`src/design/pilc_pkg.sv`:
```
// Purpose: Shared constants of the parallel I/O line controller
// Assumes: 32-bit AHB-Lite register bank, one aligned word per register
// Notes:   Addresses are full byte addresses on the system bus
package pilc_pkg;

	// Line count; every register except write protect carries one bit per line
	localparam int          LINES            = 32;

	// Register byte addresses
	localparam logic [31:0] ADDR_OWNER_STAT  = 32'h400e0e08;
	localparam logic [31:0] ADDR_OE_SET      = 32'h400e0e10;
	localparam logic [31:0] ADDR_OE_CLEAR    = 32'h400e0e14;
	localparam logic [31:0] ADDR_OE_STATE    = 32'h400e0e18;
	localparam logic [31:0] ADDR_FILT_ON     = 32'h400e0e20;
	localparam logic [31:0] ADDR_FILT_OFF    = 32'h400e0e24;
	localparam logic [31:0] ADDR_FILT_STATE  = 32'h400e0e28;
	localparam logic [31:0] ADDR_DRV_SET     = 32'h400e0e30;
	localparam logic [31:0] ADDR_DRV_CLEAR   = 32'h400e0e34;
	localparam logic [31:0] ADDR_DRV_STATE   = 32'h400e0e38;
	localparam logic [31:0] ADDR_PIN_SAMPLE  = 32'h400e0e3c;
	localparam logic [31:0] ADDR_IRQ_EN_SET  = 32'h400e0e40;
	localparam logic [31:0] ADDR_DIRECT_WR   = 32'h400e0ea8;
	localparam logic [31:0] ADDR_WR_PROTECT  = 32'h400e0ee4;

	// Field position of the protect enable inside its register
	localparam int          WP_ON_BIT        = 0;

	// Reset values
	localparam logic [31:0] RST_OE           = 32'h00000000;
	localparam logic [31:0] RST_FILT         = 32'h00000000;
	localparam logic [31:0] RST_DRV          = 32'h00000000;
	localparam logic [31:0] RST_IRQ_EN       = 32'h00000000;
	localparam logic [31:0] RST_DIRECT_WR    = 32'h00000000;
	localparam logic        RST_WP           = 1'b0;
	localparam logic [31:0] RST_RDATA        = 32'h00000000;

	// AHB-Lite encodings
	localparam logic [1:0]  HTRANS_IDLE      = 2'h0;
	localparam logic [1:0]  HTRANS_NONSEQ    = 2'h2;
	localparam logic        HRESP_OKAY       = 1'b0;

endpackage : pilc_pkg

```
`src/design/pilc_top.sv`:
```
// Purpose: Per-line control and status of a 32-line parallel I/O port, AHB-Lite slave
// Assumes: sys_clk 250 MHz, resetn synchronous active low, pins asynchronous
// Notes:   Zero wait state slave; read data reflects writes of the preceding transfer
//
// What this block does
// Ownership status reads 1 where the controller owns the line, 0 for peripheral.
// Output and filter enable/disable writes act only with write protection off.
// A 1 written to output enable set turns that line's driver on.
// A 1 written to output enable clear makes that line input only.
// Output enable state reads 1 for driven lines, 0 for pure inputs.
// A 1 written to glitch filter on enables that line's input filter.
// A 1 written to glitch filter off disables that line's input filter.
// Glitch filter state reads 1 where filter enabled, 0 where disabled.
// A 1 written to drive value set makes that line's drive value 1.
// A 1 written to drive value clear makes that line's drive value 0.
// Drive value state reads the value scheduled to be driven per line.
// Drive value state is writable only on lines enabled for direct write.
// Pin level sample reads the sampled logic level of each line.
// Pin sampling runs only while the controller clock is on, else holds.
// A 1 written to interrupt enable set enables change interrupt on that line.
// All registers are 32 bits, bit n serving line n, except write protect (enable in bit 0).
// A write refused by protection changes nothing and answers OKAY.
//
// The implementer's own choice: the AHB-Lite interface to the registers.
module pilc_top (
	input  wire logic        sys_clk,
	input  wire logic        resetn,
	// AHB-Lite slave
	input  wire logic        hsel,
	input  wire logic [31:0] haddr,
	input  wire logic [1:0]  htrans,
	input  wire logic        hwrite,
	input  wire logic [2:0]  hsize,
	input  wire logic        hready,
	input  wire logic [31:0] hwdata,
	output logic      [31:0] hrdata,
	output logic             hreadyout,
	output logic             hresp,
	// Neighbouring logic of the port
	input  wire logic [31:0] lineOwnedByIo,
	input  wire logic        pioClockOn,
	// Pads
	input  wire logic [31:0] pinIn,
	output logic      [31:0] pinOut,
	output logic      [31:0] pinOe,
	// Change interrupt enables for the interrupt logic of the port
	output logic      [31:0] changeIrqEnable
);

	// Register state, one bit per line except the single wpOn bit
	logic [31:0] outEnable;
	logic [31:0] filtEnable;
	logic [31:0] driveValue;
	logic [31:0] irqEnable;
	logic [31:0] directWrLines;
	logic        wpOn;
	logic [31:0] next_outEnable;
	logic [31:0] next_filtEnable;
	logic [31:0] next_driveValue;
	logic [31:0] next_irqEnable;
	logic [31:0] next_directWrLines;
	logic        next_wpOn;

	// Data phase bookkeeping
	logic        dpWrite;
	logic [31:0] dpAddr;
	logic [31:0] readMux;

	// Pin sampling chain
	logic [31:0] pinMeta;
	logic [31:0] pinSync;
	logic [31:0] pinPrev;
	logic [31:0] pinLevel;
	logic [31:0] next_pinLevel;

	// Address phase acceptance
	wire         apValid  = hsel && hready && (htrans == pilc_pkg::HTRANS_NONSEQ);
	wire         apRead   = apValid && !hwrite;
	wire         apWrite  = apValid && hwrite;

	// Data phase write strobes, one per writable register
	wire         wrOeSet   = dpWrite && (dpAddr == pilc_pkg::ADDR_OE_SET);
	wire         wrOeClr   = dpWrite && (dpAddr == pilc_pkg::ADDR_OE_CLEAR);
	wire         wrFiltOn  = dpWrite && (dpAddr == pilc_pkg::ADDR_FILT_ON);
	wire         wrFiltOff = dpWrite && (dpAddr == pilc_pkg::ADDR_FILT_OFF);
	wire         wrDrvSet  = dpWrite && (dpAddr == pilc_pkg::ADDR_DRV_SET);
	wire         wrDrvClr  = dpWrite && (dpAddr == pilc_pkg::ADDR_DRV_CLEAR);
	wire         wrDrvSt   = dpWrite && (dpAddr == pilc_pkg::ADDR_DRV_STATE);
	wire         wrIrqEn   = dpWrite && (dpAddr == pilc_pkg::ADDR_IRQ_EN_SET);
	wire         wrDirect  = dpWrite && (dpAddr == pilc_pkg::ADDR_DIRECT_WR);
	wire         wrProtect = dpWrite && (dpAddr == pilc_pkg::ADDR_WR_PROTECT);

	// Protection gate; a refused write just falls through, still OKAY
	wire         wrAllowed = !wpOn;
	wire         wrProtHit = wrOeSet || wrOeClr || wrFiltOn || wrFiltOff || wrDirect;

	// Zero wait states, never an error
	assign hreadyout = 1'b1;
	assign hresp     = pilc_pkg::HRESP_OKAY;

	// Capture of the address phase for the following data phase
	always_ff @(posedge sys_clk) begin
		if (!resetn) begin
			dpWrite <= 1'b0;
			dpAddr  <= 32'h00000000;
		end else if (hready) begin
			dpWrite <= apWrite;
			dpAddr  <= haddr;
		end
	end

	// Next register values; set and clear strobes never coincide on one bus
	always_comb begin
		next_outEnable     = outEnable;
		next_filtEnable    = filtEnable;
		next_driveValue    = driveValue;
		next_irqEnable     = irqEnable;
		next_directWrLines = directWrLines;
		next_wpOn          = wpOn;
		if (wrOeSet && wrAllowed) begin
			next_outEnable = outEnable | hwdata;
		end else if (wrOeClr && wrAllowed) begin
			next_outEnable = outEnable & ~hwdata;
		end
		if (wrFiltOn && wrAllowed) begin
			next_filtEnable = filtEnable | hwdata;
		end else if (wrFiltOff && wrAllowed) begin
			next_filtEnable = filtEnable & ~hwdata;
		end
		if (wrDrvSet) begin
			next_driveValue = driveValue | hwdata;
		end else if (wrDrvClr) begin
			next_driveValue = driveValue & ~hwdata;
		end else if (wrDrvSt) begin
			next_driveValue = (driveValue & ~directWrLines) | (hwdata & directWrLines);
		end
		if (wrIrqEn) begin
			next_irqEnable = irqEnable | hwdata;
		end
		if (wrDirect && wrAllowed) begin
			next_directWrLines = hwdata;
		end
		if (wrProtect) begin
			next_wpOn = hwdata[pilc_pkg::WP_ON_BIT];
		end
	end

	// Configuration registers
	always_ff @(posedge sys_clk) begin
		if (!resetn) begin
			outEnable     <= pilc_pkg::RST_OE;
			filtEnable    <= pilc_pkg::RST_FILT;
			driveValue    <= pilc_pkg::RST_DRV;
			irqEnable     <= pilc_pkg::RST_IRQ_EN;
			directWrLines <= pilc_pkg::RST_DIRECT_WR;
			wpOn          <= pilc_pkg::RST_WP;
		end else begin
			outEnable     <= next_outEnable;
			filtEnable    <= next_filtEnable;
			driveValue    <= next_driveValue;
			irqEnable     <= next_irqEnable;
			directWrLines <= next_directWrLines;
			wpOn          <= next_wpOn;
		end
	end

	// Two-stage synchroniser, the first stage only feeds the second
	always_ff @(posedge sys_clk) begin
		if (!resetn) begin
			pinMeta <= 32'h00000000;
			pinSync <= 32'h00000000;
		end else begin
			pinMeta <= pinIn;
			pinSync <= pinMeta;
		end
	end

	// Glitch filter: a filtered line follows only a level stable for two samples
	always_comb begin
		next_pinLevel = pinLevel;
		for (int i = 0; i < pilc_pkg::LINES; i++) begin
			if (!filtEnable[i] || (pinSync[i] == pinPrev[i])) begin
				next_pinLevel[i] = pinSync[i];
			end
		end
	end

	// Sampling halts with the controller clock, so the last level is held
	always_ff @(posedge sys_clk) begin
		if (!resetn) begin
			pinPrev  <= 32'h00000000;
			pinLevel <= 32'h00000000;
		end else if (pioClockOn) begin
			pinPrev  <= pinSync;
			pinLevel <= next_pinLevel;
		end
	end

	// Read selection from next values, so a write right before a read is seen
	always_comb begin
		if (haddr == pilc_pkg::ADDR_OWNER_STAT) begin
			readMux = lineOwnedByIo;
		end else if (haddr == pilc_pkg::ADDR_OE_STATE) begin
			readMux = next_outEnable;
		end else if (haddr == pilc_pkg::ADDR_FILT_STATE) begin
			readMux = next_filtEnable;
		end else if (haddr == pilc_pkg::ADDR_DRV_STATE) begin
			readMux = next_driveValue;
		end else if (haddr == pilc_pkg::ADDR_PIN_SAMPLE) begin
			readMux = next_pinLevel & {32{pioClockOn}} | pinLevel & {32{!pioClockOn}};
		end else if (haddr == pilc_pkg::ADDR_DIRECT_WR) begin
			readMux = next_directWrLines;
		end else if (haddr == pilc_pkg::ADDR_WR_PROTECT) begin
			readMux = {31'h00000000, next_wpOn};
		end else begin
			readMux = 32'h00000000;                                           // Write-only or unmapped
		end
	end

	// Read data register, loaded at the end of a read address phase
	always_ff @(posedge sys_clk) begin
		if (!resetn) begin
			hrdata <= pilc_pkg::RST_RDATA;
		end else if (apRead) begin
			hrdata <= readMux;
		end
	end

	// Pad drive; a line owned by a peripheral is not driven from here
	always_ff @(posedge sys_clk) begin
		if (!resetn) begin
			pinOut          <= pilc_pkg::RST_DRV;
			pinOe           <= pilc_pkg::RST_OE;
			changeIrqEnable <= pilc_pkg::RST_IRQ_EN;
		end else begin
			pinOut          <= driveValue;
			pinOe           <= outEnable & lineOwnedByIo;
			changeIrqEnable <= irqEnable;
		end
	end

	logic        rdPhase;
	logic [31:0] rdAddr;
	always_ff @(posedge sys_clk) begin
		if (!resetn) begin
			rdPhase <= 1'b0;
			rdAddr  <= 32'h00000000;
		end else if (hready) begin
			rdPhase <= apRead;
			rdAddr  <= haddr;
		end
	end
endmodule : pilc_top

```
`config.mk`:
```
export PLATFORM = sky130hd
export DESIGN_NAME = pilc_top
export DESIGN_NICKNAME = d
export VERILOG_FILES = /design/src/design/pilc_pkg.sv /design/src/design/pilc_top.sv
export SDC_FILE = /design/constraint.sdc
export NUM_CORES = 1
export LEC_CHECK = 0
export BUFFER_PORTS_ARGS = -buffer_cell sky130_fd_sc_hd__buf_2
export CORE_MARGIN = 10
export CORE_UTILIZATION = 61
export DETAILED_ROUTE_END_ITERATION = 8
export PLACE_DENSITY = 0.84
export SYNTH_ARGS = -nofsm -noshare
export SYNTH_HDL_FRONTEND = slang
export SYNTH_SLANG_ARGS = --single-unit
```
`constraint.sdc`:
```
create_clock -name sys_clk -period 6.7 [get_ports sys_clk]
set_clock_uncertainty 0.15 [all_clocks]
set_input_delay 0.335 -clock sys_clk [delete_from_list [all_inputs] [get_ports sys_clk]]
set_output_delay 0.335 -clock sys_clk [all_outputs]
set_load 0.005 [all_outputs]
```
==> results of run 1 <==
[stage by stage]
stage	area, um^2	utilization [%]
global route	22200	75.0
detailed placement	19400	65.7
finish	22200	75.0
global placement	19400	65.7
floorplan	18300	-
CTS	22200	74.9
[timing repair]
item	CTS	global route
buffers inserted	0	0
hold buffers	124	0
hold endpoints to repair	209	0
endpoints found under the setup margin	0	0
[cells in the mapped netlist, types with 31 or more instances]
master                     instances
sky130_fd_sc_hd__and3_1           35
sky130_fd_sc_hd__a22o_1           31
sky130_fd_sc_hd__nor2_1          166
sky130_fd_sc_hd__and2_1          133
sky130_fd_sc_hd__a22oi_1          31
sky130_fd_sc_hd__clkbuf_1        124
sky130_fd_sc_hd__dfxtp_1         450
sky130_fd_sc_hd__a31oi_1          32
sky130_fd_sc_hd__nand2b_1         34
sky130_fd_sc_hd__nand2_1         257
sky130_fd_sc_hd__inv_1            38
sky130_fd_sc_hd__buf_2            60
sky130_fd_sc_hd__nand3_1          68
sky130_fd_sc_hd__a32oi_1          93
sky130_fd_sc_hd__a21o_1           63
sky130_fd_sc_hd__o31ai_1          31
sky130_fd_sc_hd__a21oi_1         193
sky130_fd_sc_hd__o21ai_1          93
sky130_fd_sc_hd__mux2i_1          66
sky130_fd_sc_hd__nand4_1          38
[cell families (layout without fill, tap and decap cells)]
group / after synthesis / in the layout / synth area share, %
multiplexers: 66 / 66 / 3.62
buffers and inverters: 238 / 523 / 5.65
flip-flops: 450 / 450 / 49.3
other: 2 / 5 / 0.0411
AO/OA/AOI/OAI: 578 / 578 / 20.5
AND/OR/NAND/NOR: 770 / 770 / 20.9
[metal layers]
metal  track usage [%]  part of all wire [%]
met1              38.3                    39
met2              49.0                    46
met3              6.51                    12
met4              11.9                   3.4
met5                 0                     0
[worst max-delay path: stages (launching register included)]
cell and delay, ps:
sky130_fd_sc_hd__dfxtp_1 310, sky130_fd_sc_hd__nor4b_1 400, sky130_fd_sc_hd__and4_2 980, sky130_fd_sc_hd__nand4_1 1040, sky130_fd_sc_hd__buf_4 560, sky130_fd_sc_hd__a32oi_1 320, sky130_fd_sc_hd__a32oi_1 110, sky130_fd_sc_hd__o21ai_1 250
sky130_fd_sc_hd__a21oi_1 100
[report_power, final]
| part | internal [mW] | switching, mW | leakage, nW | total (mW) |
|---|---|---|---|---|
| Clock | 1.50 | 1.03 | 0.728 | 2.53 |
| Combinational | 0.142 | 0.186 | 4.76 | 0.328 |
| Sequential | 2.71 | 0.0240 | 3.65 | 2.74 |
| Total | 4.35 | 1.24 | 9.14 | 5.59 |
[area by class of cell]
type / count / share of cell area, %
repair buffers: 408 / 12.3
flip-flops and latches: 450 / 40.7
clock buffers: 61 / 5.81
inverters: 38 / 0.678
clock inverters: 16 / 0.898
diodes: 3 / 0.0339
well taps: 390 / 2.20
multi-input cells: 1416 / 37.4
[how the worst max path moves through the flow]
stage	startpoint	endpoint	slack (ps)	depth (start not counted)
floorplan	haddr[2]	hrdata[23]	4420	8
global placement	dpAddr[24]	hrdata[30]	2540	8
detailed placement	dpAddr[24]	hrdata[1]	2470	8
CTS	dpAddr[24]	hrdata[1]	2420	8
global route	dpAddr[24]	hrdata[1]	2140	8
finish	dpAddr[24]	hrdata[1]	2310	8
==> metrics.log, run 1 <==
INFO  metric worst_setup_path_type = reg -> reg
INFO  metric min_path_type = in -> reg
INFO  metric cts.sinks = 450
INFO  metric layout.cells.non_filler = ~2,800
INFO  metric worstHoldStart = hwdata[29]
INFO  metric post_drt_via_cell_ratio = 6.24
INFO  metric place.detailed.instances = 2,578
INFO  metric fraction_of_layout_instances_using_a_drive_strength_above_1 = 15.9%
INFO  metric grt_first_pass_wirelength = 91.0 mm
INFO  metric peakVddDrop = between 0.15 and 0.2 mV
INFO  metric min_period = 4390 ps
INFO  metric placement.setup.worst_slack = 2470 ps
INFO  metric hold-path-endpoint = directWrLines[29]
INFO  metric setup.worst_path.end_class = flop
INFO  metric first_iter_violations = 2,236
INFO  metric route.detailed.wl_per_inst = 21.2 um
INFO  metric grt_max_degree = 166
INFO  metric areaGrowthSynthToFinish = 21.3%
INFO  metric synthesis.yosys.warnings = 0
INFO  metric number_of_enable_type_register_cells_in_the_synthesized_netlist = 0
INFO  metric tritoncts = done
INFO  metric regToRegSetupSlack = 2310 ps
INFO  metric yosys.area.top_type = sky130_fd_sc_hd__dfxtp_1
INFO  metric synth_area = around 18,000 um^2
INFO  metric first_global_vias = between 15,000 and 20,000
INFO  metric critical_path.reg2reg.startpoint = dpAddr[24]
INFO  metric synth-seq-cells = 450
INFO  metric status = completed
INFO  metric power_density = roughly 250 nW/um^2
INFO  metric synthesis.instances = 2,104
INFO  metric rows = 63
INFO  metric synth_top_flop_cell = sky130_fd_sc_hd__dfxtp_1
INFO  metric multiInputGateArea = between 8000 and 9000 um^2
INFO  metric detail_route.drc_violations = 0
INFO  metric clock.fmax = 0.228 GHz
INFO  metric post_cts_resized = 0
INFO  metric final_cell_mix = sky130_fd_sc_hd__dfxtp_1, sky130_fd_sc_hd__buf_2, sky130_fd_sc_hd__nand2_1, sky130_fd_sc_hd__a21oi_1, sky130_fd_sc_hd__nor2_1
INFO  metric final-hold-violation-count = 0
INFO  metric unrepaired_setup_endpoints_after_global_routing = false
INFO  metric crit_required = 6930 ps
INFO  metric n_fill_cell = 2,030
INFO  metric slew_headroom = 13.0%
INFO  metric power.total = 5.59 mW
INFO  metric grt_use_total = a little under a third
INFO  metric design.core.area = just under 30,000 um^2
INFO  metric setup_tns = 0 ps
INFO  metric postRouteAntennaNets = 0
INFO  metric arrival = 4620 ps
INFO  metric port_buffer_count = 263
INFO  metric ys_seq_area_share = 49.3%
INFO  metric synthArstFlopShare = 0%
INFO  metric vias = 17,400
INFO  metric grt_overflow = 0
INFO  metric die_h = 193 um
INFO  metric worst_hold_path.num_cells = 3
INFO  metric number_of_buffers_added_by_the_clock_tree_synthesis_step = 44
INFO  metric nNetsFinal = about 2,500
INFO  metric netlist.area_leader.share = 49.3%
INFO  metric routed_wirelength = 59.0 mm
INFO  metric maxCapViolations = 0
INFO  metric clkLatencyLatePin = around 550 ps
INFO  metric initial_core_util = 61.8%
INFO  metric grt_antenna_before_repair = 4
INFO  metric drt_pass1_iterations = 6
INFO  metric cts-root-to-sink-buffers = 3
INFO  metric clock-root-buffer = sky130_fd_sc_hd__clkbuf_16
INFO  metric reg2regPathDepth = 8
INFO  metric syn_nets = 2,243
INFO  metric cts.clk_slew.worst_paths = 60 ps
INFO  metric worstSetupStartpointType = flop
INFO  metric fin_crit_sh = 65.5%
INFO  metric synth.area.top_cells = sky130_fd_sc_hd__dfxtp_1, sky130_fd_sc_hd__a21oi_1, sky130_fd_sc_hd__nand2_1
INFO  metric io_pins = 269
INFO  metric die-width = 193 um
INFO  metric timing_worst_slew_pin_value = 1300 ps
INFO  metric layout.cells.most_common = sky130_fd_sc_hd__dfxtp_1
INFO  metric floorplan.die_area = 37,300 um^2
INFO  metric h-tree-depth = 2
INFO  metric power_leakage = roughly 9.1 nW
INFO  metric timing_max_transition_violations_final = 0
INFO  metric worst_slack = between 2000 and 2500 ps
INFO  metric ys_types = 50
INFO  metric gp_congestion = 0.873
INFO  metric synth_area_per_cell = 8.68 um^2
INFO  metric timing.critical_path.fanout_max = 38
INFO  metric layout.area.seq = 9010 um^2
INFO  metric place_hpwl = ~34 mm
INFO  metric setup_violations_final = 0
INFO  metric fin_worst_hold_slack = 27.4 ps
INFO  metric r2r-end = hrdata[1]
Note: power is estimated with default switching activity, not from simulation.
==> inputs of run 2 (changes only) <==
--- a/config.mk
+++ b/config.mk
@@ -7,9 +7,9 @@
 export LEC_CHECK = 0
 export BUFFER_PORTS_ARGS = -buffer_cell sky130_fd_sc_hd__buf_2
 export CORE_MARGIN = 10
-export CORE_UTILIZATION = 61
+export CORE_UTILIZATION = 51
 export DETAILED_ROUTE_END_ITERATION = 8
-export PLACE_DENSITY = 0.84
+export PLACE_DENSITY = 0.75
 export SYNTH_ARGS = -nofsm -noshare
 export SYNTH_HDL_FRONTEND = slang
 export SYNTH_SLANG_ARGS = --single-unit
==> constraint.sdc (replaced) <==
create_clock -name sys_clk -period 3.8 [get_ports sys_clk]
set_clock_uncertainty 0.15 [all_clocks]
set_input_delay 0.19 -clock sys_clk [delete_from_list [all_inputs] [get_ports sys_clk]]
set_output_delay 0.19 -clock sys_clk [all_outputs]
set_load 0.005 [all_outputs]
==> run 2 against run 1 <==
The run now ends with hold timing left. Critical endpoint is now hrdata[9]. Largest cell class unchanged. Via count decreased by 0.90%. Final cell count increased by 3.8%. Largest power group is now the clock network. Worst setup slack got worse by 1900 ps.
==> metrics.log, run 2 (synthesized netlist as in run 1, its figures left out) <==
INFO  metric status = finished, violations left
INFO  metric failed_checks = hold timing
INFO  metric vias = 17,200 (-0.90%)
INFO  metric timing.critical_path.fanout_max = 15 (-61%)
INFO  metric grt_antenna_before_repair = 2 (-2)
INFO  metric post_drt_via_cell_ratio = 5.95 (-4.5%)
INFO  metric power_density = 455 nW/um^2 (+80%)
INFO  metric number_of_buffers_added_by_the_clock_tree_synthesis_step = 46 (+4.5%)
INFO  metric design.core.area = 35,500 um^2 (+20%)
INFO  metric grt_use_total = 25.9% (-4.2 points)
INFO  metric min_period = approximately 3300 ps
INFO  metric unrepaired_setup_endpoints_after_global_routing = false
INFO  metric clock_power_share = 47.5% (+2.3 points)
INFO  metric seq_power_share = 46.8% (-2.2 points)
INFO  metric setup.worst_path.end_class = flop
INFO  metric n_fill_cell = 2,835 (+40%)
INFO  metric worst_setup_path_type = in -> reg
INFO  metric cts.clk_slew.worst_paths = 60 ps (about the same)
INFO  metric timing_worst_slew_pin_value = 1020 ps (-279 ps)
INFO  metric first_global_vias = 17,100 (+0.43%)
INFO  metric power_leakage = 9.37 nW (+2.6%)
INFO  metric die-width = 209 um (+8.4%)
INFO  metric timing_max_transition_violations_final = 0 (unchanged)
INFO  metric place_hpwl = 37.1 mm (+9.8%)
INFO  metric areaGrowthSynthToFinish = 24.1%
INFO  metric setup_tns = 0 ps (unchanged)
INFO  metric fin_crit_sh = 88.0%
INFO  metric cts.sinks = 450 (unchanged)
INFO  metric rows = 69 (+9.5%)
INFO  metric arrival = 3630 ps (-990 ps)
INFO  metric detail_route.drc_violations = 0 (unchanged)
INFO  metric clkLatencyLatePin = 570 ps (+20 ps)
INFO  metric power.total = 10.3 mW (+84%)
INFO  metric postRouteAntennaNets = 0 (unchanged)
INFO  metric fraction_of_layout_instances_using_a_drive_strength_above_1 = 17.1% (+1.2 points)
INFO  metric routed_wirelength = 59.3 mm (+0.49%)
INFO  metric layout.cells.most_common = sky130_fd_sc_hd__dfxtp_1
INFO  metric crit_required = 4080 ps (-2850 ps)
INFO  metric clock-root-buffer = sky130_fd_sc_hd__clkbuf_16
INFO  metric layout.cells.non_filler = 2,888 (+3.8%)
INFO  metric io_pins = 269 (unchanged)
INFO  metric final_cell_mix = sky130_fd_sc_hd__dfxtp_1, sky130_fd_sc_hd__buf_2, sky130_fd_sc_hd__nand2_1, sky130_fd_sc_hd__a21oi_1, sky130_fd_sc_hd__nor2_1
INFO  metric first_iter_violations = 1,589 (-29%)
INFO  metric gp_congestion = 0.868 (-0.61%)
INFO  metric internal_power = 8.02 mW (+84%)
INFO  metric route.detailed.wl_per_inst = 20.5 um (-3.2%)
INFO  metric drt_pass1_iterations = 6 (unchanged)
INFO  metric place.detailed.instances = 2,674 (+3.7%)
INFO  metric combPwrFrac = 5.6% (-0.3 points)
INFO  metric post_cts_resized = 0 (unchanged)
INFO  metric tritoncts = done
INFO  metric min_path_type = in -> reg
INFO  metric maxCapViolations = 0 (unchanged)
INFO  metric port_buffer_count = 263 (unchanged)
INFO  metric die_h = 209 um (+8.4%)
INFO  metric layout.area.seq = 9010 um^2 (unchanged)
INFO  metric slew_headroom = 32.0% (+19 points)
INFO  metric switching_power = 2.30 mW (+85%)
INFO  metric floorplan.die_area = 43,800 um^2 (+17%)
INFO  metric multiInputGateArea = 8310 um^2 (+0.14%)
INFO  metric cts-root-to-sink-buffers = 3 (unchanged)
INFO  metric initial_core_util = 51.5% (-10 points)
INFO  metric post_cts.repair.setup_buffers = 0 (unchanged)
INFO  metric clock.fmax = 0.299 GHz
INFO  metric grt_first_pass_wirelength = 93.5 mm (+2.8%)
INFO  metric final-hold-violation-count = 2 (+2)
INFO  metric peakVddDrop = 0.363 mV (+88%)
INFO  metric fin_worst_hold_slack = -4.43 ps (-31.8 ps)
INFO  metric grt_max_degree = 164 (-1.2%)
INFO  metric worstSetupStartpointType = input port
INFO  metric h-tree-depth = 2 (unchanged)
INFO  metric netSwitchingFraction = 22.3% (+0.067 points)
INFO  metric nNetsFinal = 2,528 (+1.2%)
INFO  metric grt_overflow = 0 (unchanged)
INFO  metric setup_violations_final = 0 (unchanged)
-- run 2: cell types whose count changed in the layout (fill, tap and decap cells not counted), moves of 2 or more --
cell / previous run / this run
sky130_fd_sc_hd__buf_4: 23 / 46
sky130_fd_sc_hd__inv_6: 0 / 3
sky130_fd_sc_hd__buf_12: 0 / 2
sky130_fd_sc_hd__clkinv_2: 8 / 10
sky130_fd_sc_hd__bufinv_16: 4 / 8
sky130_fd_sc_hd__dlygate4sd3_1: 124 / 128
sky130_fd_sc_hd__clkbuf_1: 7 / 5
-- run 2: metal layers --
metal / vias to the layer above / global-route usage, % / wire [um]
li1: 7978 / - / -
met4: 0 / 9.68 / 1810
met3: 160 / 5.76 / 5710
met2: 958 / 41.8 / 27600
met1: 8099 / 33.2 / 24200
met5: - / 0 / 0
-- run 2: power by group through the flow --
stage | sequential, mW | combinational, mW | clock [mW]
finish | 4.83 | 0.583 | 4.90
global route | 4.83 | 0.627 | 5.14
detailed placement | 4.93 | 0.463 | 0
global placement | 4.93 | 0.449 | 0
CTS | 4.83 | 0.570 | 4.95
floorplan | 4.92 | 0.302 | 0
-- run 2: worst paths after layout --
path / start / cells after the start / to / slack, ps
setup / recovery: haddr[20] / 11 / hrdata[9] / 460
hold / removal: resetn / 2 / pinSync[21] / -4
setup reg to reg: dpAddr[9] / 8 / hrdata[9] / 490
hold reg to reg: pinMeta[31] / 1 / pinSync[31] / 280
-- run 2: layout make-up --
| cell class | instances | area share [%] |
|---|---|---|
| clock inverter | 24 | 1.50 |
| sequential | 450 | 39.7 |
| timing repair buffer | 437 | 13.1 |
| inverter | 38 | 0.662 |
| tap | 461 | 2.54 |
| antenna | 2 | 0.0221 |
| multi-input combinational | 1416 | 36.7 |
| clock buffer | 60 | 5.76 |
-- run 2: worst max-delay path, stage by stage --
cell and delay (ps):
sky130_fd_sc_hd__dlygate4sd3_1 530, sky130_fd_sc_hd__buf_2 130, sky130_fd_sc_hd__nor4b_1 410, sky130_fd_sc_hd__nand3_1 380, sky130_fd_sc_hd__nor4_4 430, sky130_fd_sc_hd__buf_4 280
sky130_fd_sc_hd__and3_2 570, sky130_fd_sc_hd__buf_4 330, sky130_fd_sc_hd__a31oi_1 110, sky130_fd_sc_hd__o21ai_1 140, sky130_fd_sc_hd__a21oi_1 100
-- run 2: what timing repair did --
action / in CTS / in global routing
endpoints found under the setup margin: 0 / 0
hold endpoints to repair: 287 / 0
hold buffers: 128 / 0
-- run 2: stage by stage --
step	area (um^2)	util [%]	worst slack [ps]	hold slack, ps
2_1_floorplan	18300	-	1610	162
3_3_place_gp	19700	55.6	602	248
3_5_place_dp	19700	55.6	513	250
4_1_cts	22700	63.9	545	2.77
5_1_grt	22700	63.9	273	31.0
6_report	22700	63.9	456	-4.43
==> inputs of run 3 (changes only) <==
--- a/config.mk
+++ b/config.mk
@@ -5,11 +5,12 @@
 export SDC_FILE = /design/constraint.sdc
 export NUM_CORES = 1
 export LEC_CHECK = 0
+export ABC_AREA = 1
 export BUFFER_PORTS_ARGS = -buffer_cell sky130_fd_sc_hd__buf_2
 export CORE_MARGIN = 10
-export CORE_UTILIZATION = 51
+export CORE_UTILIZATION = 52
 export DETAILED_ROUTE_END_ITERATION = 8
-export PLACE_DENSITY = 0.75
+export PLACE_DENSITY = 0.76
 export SYNTH_ARGS = -nofsm -noshare
 export SYNTH_HDL_FRONTEND = slang
 export SYNTH_SLANG_ARGS = --single-unit
==> run 3 against run 2 <==
The flow now finishes without violations. Sequential power is essentially flat. Largest cell class unchanged. Utilization grew 2.5 points. Highest routed layer unchanged. Total power shrank 0.26%.
==> metrics.log, run 3 <==
INFO  metric status = completed
INFO  metric initial_core_util = 52.8% (+1.4 points)
INFO  metric io_pins = 269 (unchanged)
INFO  metric synth_area = 19,400 um^2 (+6.4%)
INFO  metric cts.sinks = 450 (unchanged)
INFO  metric detail_route.drc_violations = 0 (unchanged)
INFO  metric design.core.area = 36,800 um^2 (+3.7%)
INFO  metric synth_area_per_cell = 7.10 um^2 (-18%)
INFO  metric critical_path.most_common_cell = sky130_fd_sc_hd__nand2_1
INFO  metric vias = 19,300 (+12%)
INFO  metric synth_top_flop_cell = sky130_fd_sc_hd__dfxtp_1
INFO  metric synth.top_cells.by_count = sky130_fd_sc_hd__nand2_1, sky130_fd_sc_hd__dfxtp_1, sky130_fd_sc_hd__inv_1
INFO  metric slew_headroom = 23.6% (-8.4 points)
INFO  metric tritoncts = done
INFO  metric nNetsFinal = 3,249 (+29%)
INFO  metric postRouteAntennaNets = 0 (unchanged)
INFO  metric cts-root-to-sink-buffers = 3 (unchanged)
INFO  metric synthesis.instances = 2,737 (+30%)
INFO  metric unrepaired_setup_endpoints_after_global_routing = false
INFO  metric number_of_buffers_added_by_the_clock_tree_synthesis_step = 46 (unchanged)
INFO  metric worstSetupStartpointType = flop
INFO  metric post_cts_resized = 0 (unchanged)
INFO  metric cts.clk_slew.worst_paths = 60 ps (about the same)
INFO  metric power_density = 421 nW/um^2 (-7.5%)
INFO  metric arrival = 3380 ps (-250 ps)
INFO  metric yosysMostFrequentCell = sky130_fd_sc_hd__nand2_1
INFO  metric final_cell_mix = sky130_fd_sc_hd__nand2_1, sky130_fd_sc_hd__dfxtp_1, sky130_fd_sc_hd__inv_1, sky130_fd_sc_hd__buf_2, sky130_fd_sc_hd__nor2_1
INFO  metric yosys.area.top_type = sky130_fd_sc_hd__dfxtp_1
INFO  metric synthesis.yosys.warnings = 0 (unchanged)
INFO  metric clock.fmax = 0.331 GHz (+11%)
INFO  metric areaGrowthSynthToFinish = 25.7%
INFO  metric setup.worst_path.end_class = flop
INFO  metric timing.critical_path.fanout_max = 32 (+17)
INFO  metric clock-root-buffer = sky130_fd_sc_hd__clkbuf_16
INFO  metric timing_worst_slew_pin_value = 1150 ps (+126 ps)
INFO  metric timing_max_transition_violations_final = 0 (unchanged)
INFO  metric clkLatencyLatePin = 590 ps (+20 ps)
INFO  metric timing.critical_path.depth = 15 (+4)
INFO  metric synth-seq-cells = 450 (unchanged)
INFO  metric min_period = 3020 ps (-324 ps)
INFO  metric grt_first_pass_wirelength = 96.5 mm (+3.1%)
INFO  metric drt_pass1_iterations = 7 (+1)
INFO  metric critical_path.reg2reg.startpoint = dpAddr[17]
INFO  metric layout.cells.non_filler = 3,618 (+25%)
INFO  metric cpLargestDelayFamily = simple AND/OR/NAND/NOR gates
INFO  metric synthArstFlopShare = 0% (unchanged)
INFO  metric routed_wirelength = 61.2 mm (+3.2%)
INFO  metric placement.setup.worst_slack = 872 ps (+359 ps)
INFO  metric number_of_enable_type_register_cells_in_the_synthesized_netlist = 0 (unchanged)
INFO  metric cp_slowest_cell = sky130_fd_sc_hd__nor2_8
INFO  metric syn_nets = 2,876 (+28%)
INFO  metric cp.buffers_inverters = 1 (-3)
INFO  metric worstSetupStartpoint = dpAddr[17]
INFO  metric worst_setup_path_type = reg -> reg
INFO  metric ys_seq_area_share = 46.4% (-3.0 points)
INFO  metric rows = 70 (+1.4%)
INFO  metric floorplan.die_area = 45,500 um^2 (+3.9%)
INFO  metric die_h = 213 um (+1.9%)
INFO  metric n_fill_cell = 3,045 (+7.4%)
INFO  metric h-tree-depth = 2 (unchanged)
INFO  metric final-hold-violation-count = 0 (-2)
INFO  metric worst_hold_path.num_cells = 4 (+2)
INFO  metric reg2regPathDepth = 15 (+7)
INFO  metric setup_violations_final = 0 (unchanged)
INFO  metric min_path_type = in -> reg
INFO  metric die-width = 213 um (+1.9%)
INFO  metric route.detailed.wl_per_inst = 16.9 um (-18%)
INFO  metric critical_path.cell_chain = inv_1 -> or2_1 -> nor2_1 -> nand2_2 -> nor2_8 -> nand2_4 -> nor2_8 -> nand2_1 -> nand2_1 -> a21oi_1 -> nand2_1 -> nand2_1 -> nand2_1 -> nand2_1 -> a21oi_1
INFO  metric post_drt_via_cell_ratio = 5.33 (-10%)
INFO  metric grt_max_degree = 155 (-5.5%)
INFO  metric crit_required = 4160 ps (+80 ps)
INFO  metric layout.cells.most_common = sky130_fd_sc_hd__nand2_1
INFO  metric netlist.area_leader.share = 46.4% (-3.0 points)
INFO  metric first_iter_violations = 1,609 (+1.3%)
INFO  metric maxCapViolations = 0 (unchanged)
INFO  metric grt_use_total = 26.2% (+0.33 points)
INFO  metric max_stage_delay = 630 ps (+60 ps)
INFO  metric worstHoldStart = pinIn[19]
INFO  metric grt_antenna_before_repair = 4 (+2)
INFO  metric postLayoutCoreUtil = 66.4% (+2.5 points)
INFO  metric worst_slack = 780 ps (+324 ps)
INFO  metric fin_crit_sh = 79.5% (-8.5 points)
INFO  metric setup_tns = 0 ps (unchanged)
INFO  metric peakVddDrop = 0.342 mV (-5.8%)
INFO  metric grt_overflow = 0 (unchanged)
INFO  metric port_buffer_count = 263 (unchanged)
INFO  metric fraction_of_layout_instances_using_a_drive_strength_above_1 = 14.7% (-2.4 points)
INFO  metric first_global_vias = 18,700 (+9.7%)
INFO  metric place_hpwl = 37.9 mm (+2.1%)
INFO  metric place.detailed.instances = 3,348 (+25%)
INFO  metric power_leakage = 11.6 nW (+23%)
INFO  metric synth.area.top_cells = sky130_fd_sc_hd__dfxtp_1, sky130_fd_sc_hd__nand2_1, sky130_fd_sc_hd__inv_1
INFO  metric gp_congestion = 0.839 (-3.3%)
INFO  metric ys_types = 37 (-26%)
## run 3: changes by cell type after synthesis, sizes merged, moves of 66 or more
cell / delta
nor2: +111
inv: +392
nand3: +70
mux2i: -66
nand2: +507
and2: -133
## run 3: path summary, 6_finish.rpt
check	endpoint	slack [ps]
worst min-delay path	pinMeta[19]	200
worst max-delay path	hrdata[28]	780
worst max register to register	hrdata[28]	780
worst min register to register	pinSync[15]	260
## run 3: repair_timing
action,4_1_cts,5_1_grt
hold buffers,182,0
endpoints found under the hold margin,310,0
buffers inserted,0,0
## run 3: worst min-delay path: stages
cell                            delay, ps
sky130_fd_sc_hd__dlygate4sd3_1        530
sky130_fd_sc_hd__buf_2                100
sky130_fd_sc_hd__nand2_1               50
sky130_fd_sc_hd__inv_1                 40
## run 3: kinds of logic (layout without fill, tap and decap cells)
logic type	Yosys count	after routing	share of synthesized area [%]
simple gates	1228	1228	26.3
buf+inv	582	991	12.0
other cells	2	6	0.0386
compound gates	475	475	15.3
flops	450	450	46.4
## run 3: routing by layer
layer / global-route usage, % / wire, um / vias up
li1: - / - / 9384
met1: 32.5 / 25000 / 8859
met2: 43.9 / 29000 / 876
met3: 4.78 / 5200 / 170
met4: 11.2 / 2100 / 0
met5: 0 / 0 / -
## run 3: area by class of cell
type | count | area (um^2) | share of cell area [%]
Sequential cell | 450 | 9010 | 36.9
Multi-Input combinational cell | 1705 | 8150 | 33.4
Antenna cell | 4 | 10.0 | 0.0410
Clock buffer | 66 | 1360 | 5.56
Timing Repair Buffer | 475 | 3420 | 14.0
Inverter | 432 | 1630 | 6.67
Clock inverter | 18 | 270 | 1.11
Tap cell | 468 | 586 | 2.40
## run 3: where the power goes
part           switching [mW]  internal (mW)  leakage (nW)
Sequential             0.0449           4.80          3.65
Clock                    1.94           2.90         0.794
Combinational           0.348          0.256          7.12
## run 3: per-stage QoR
stage	hold slack, ps	cell area (um^2)	total power, mW
floorplan	133	19400	5.17
global placement	221	21000	5.36
detailed placement	226	21000	5.38
CTS	168	24400	10.3
global route	185	24400	10.6
finish	198	24400	10.3
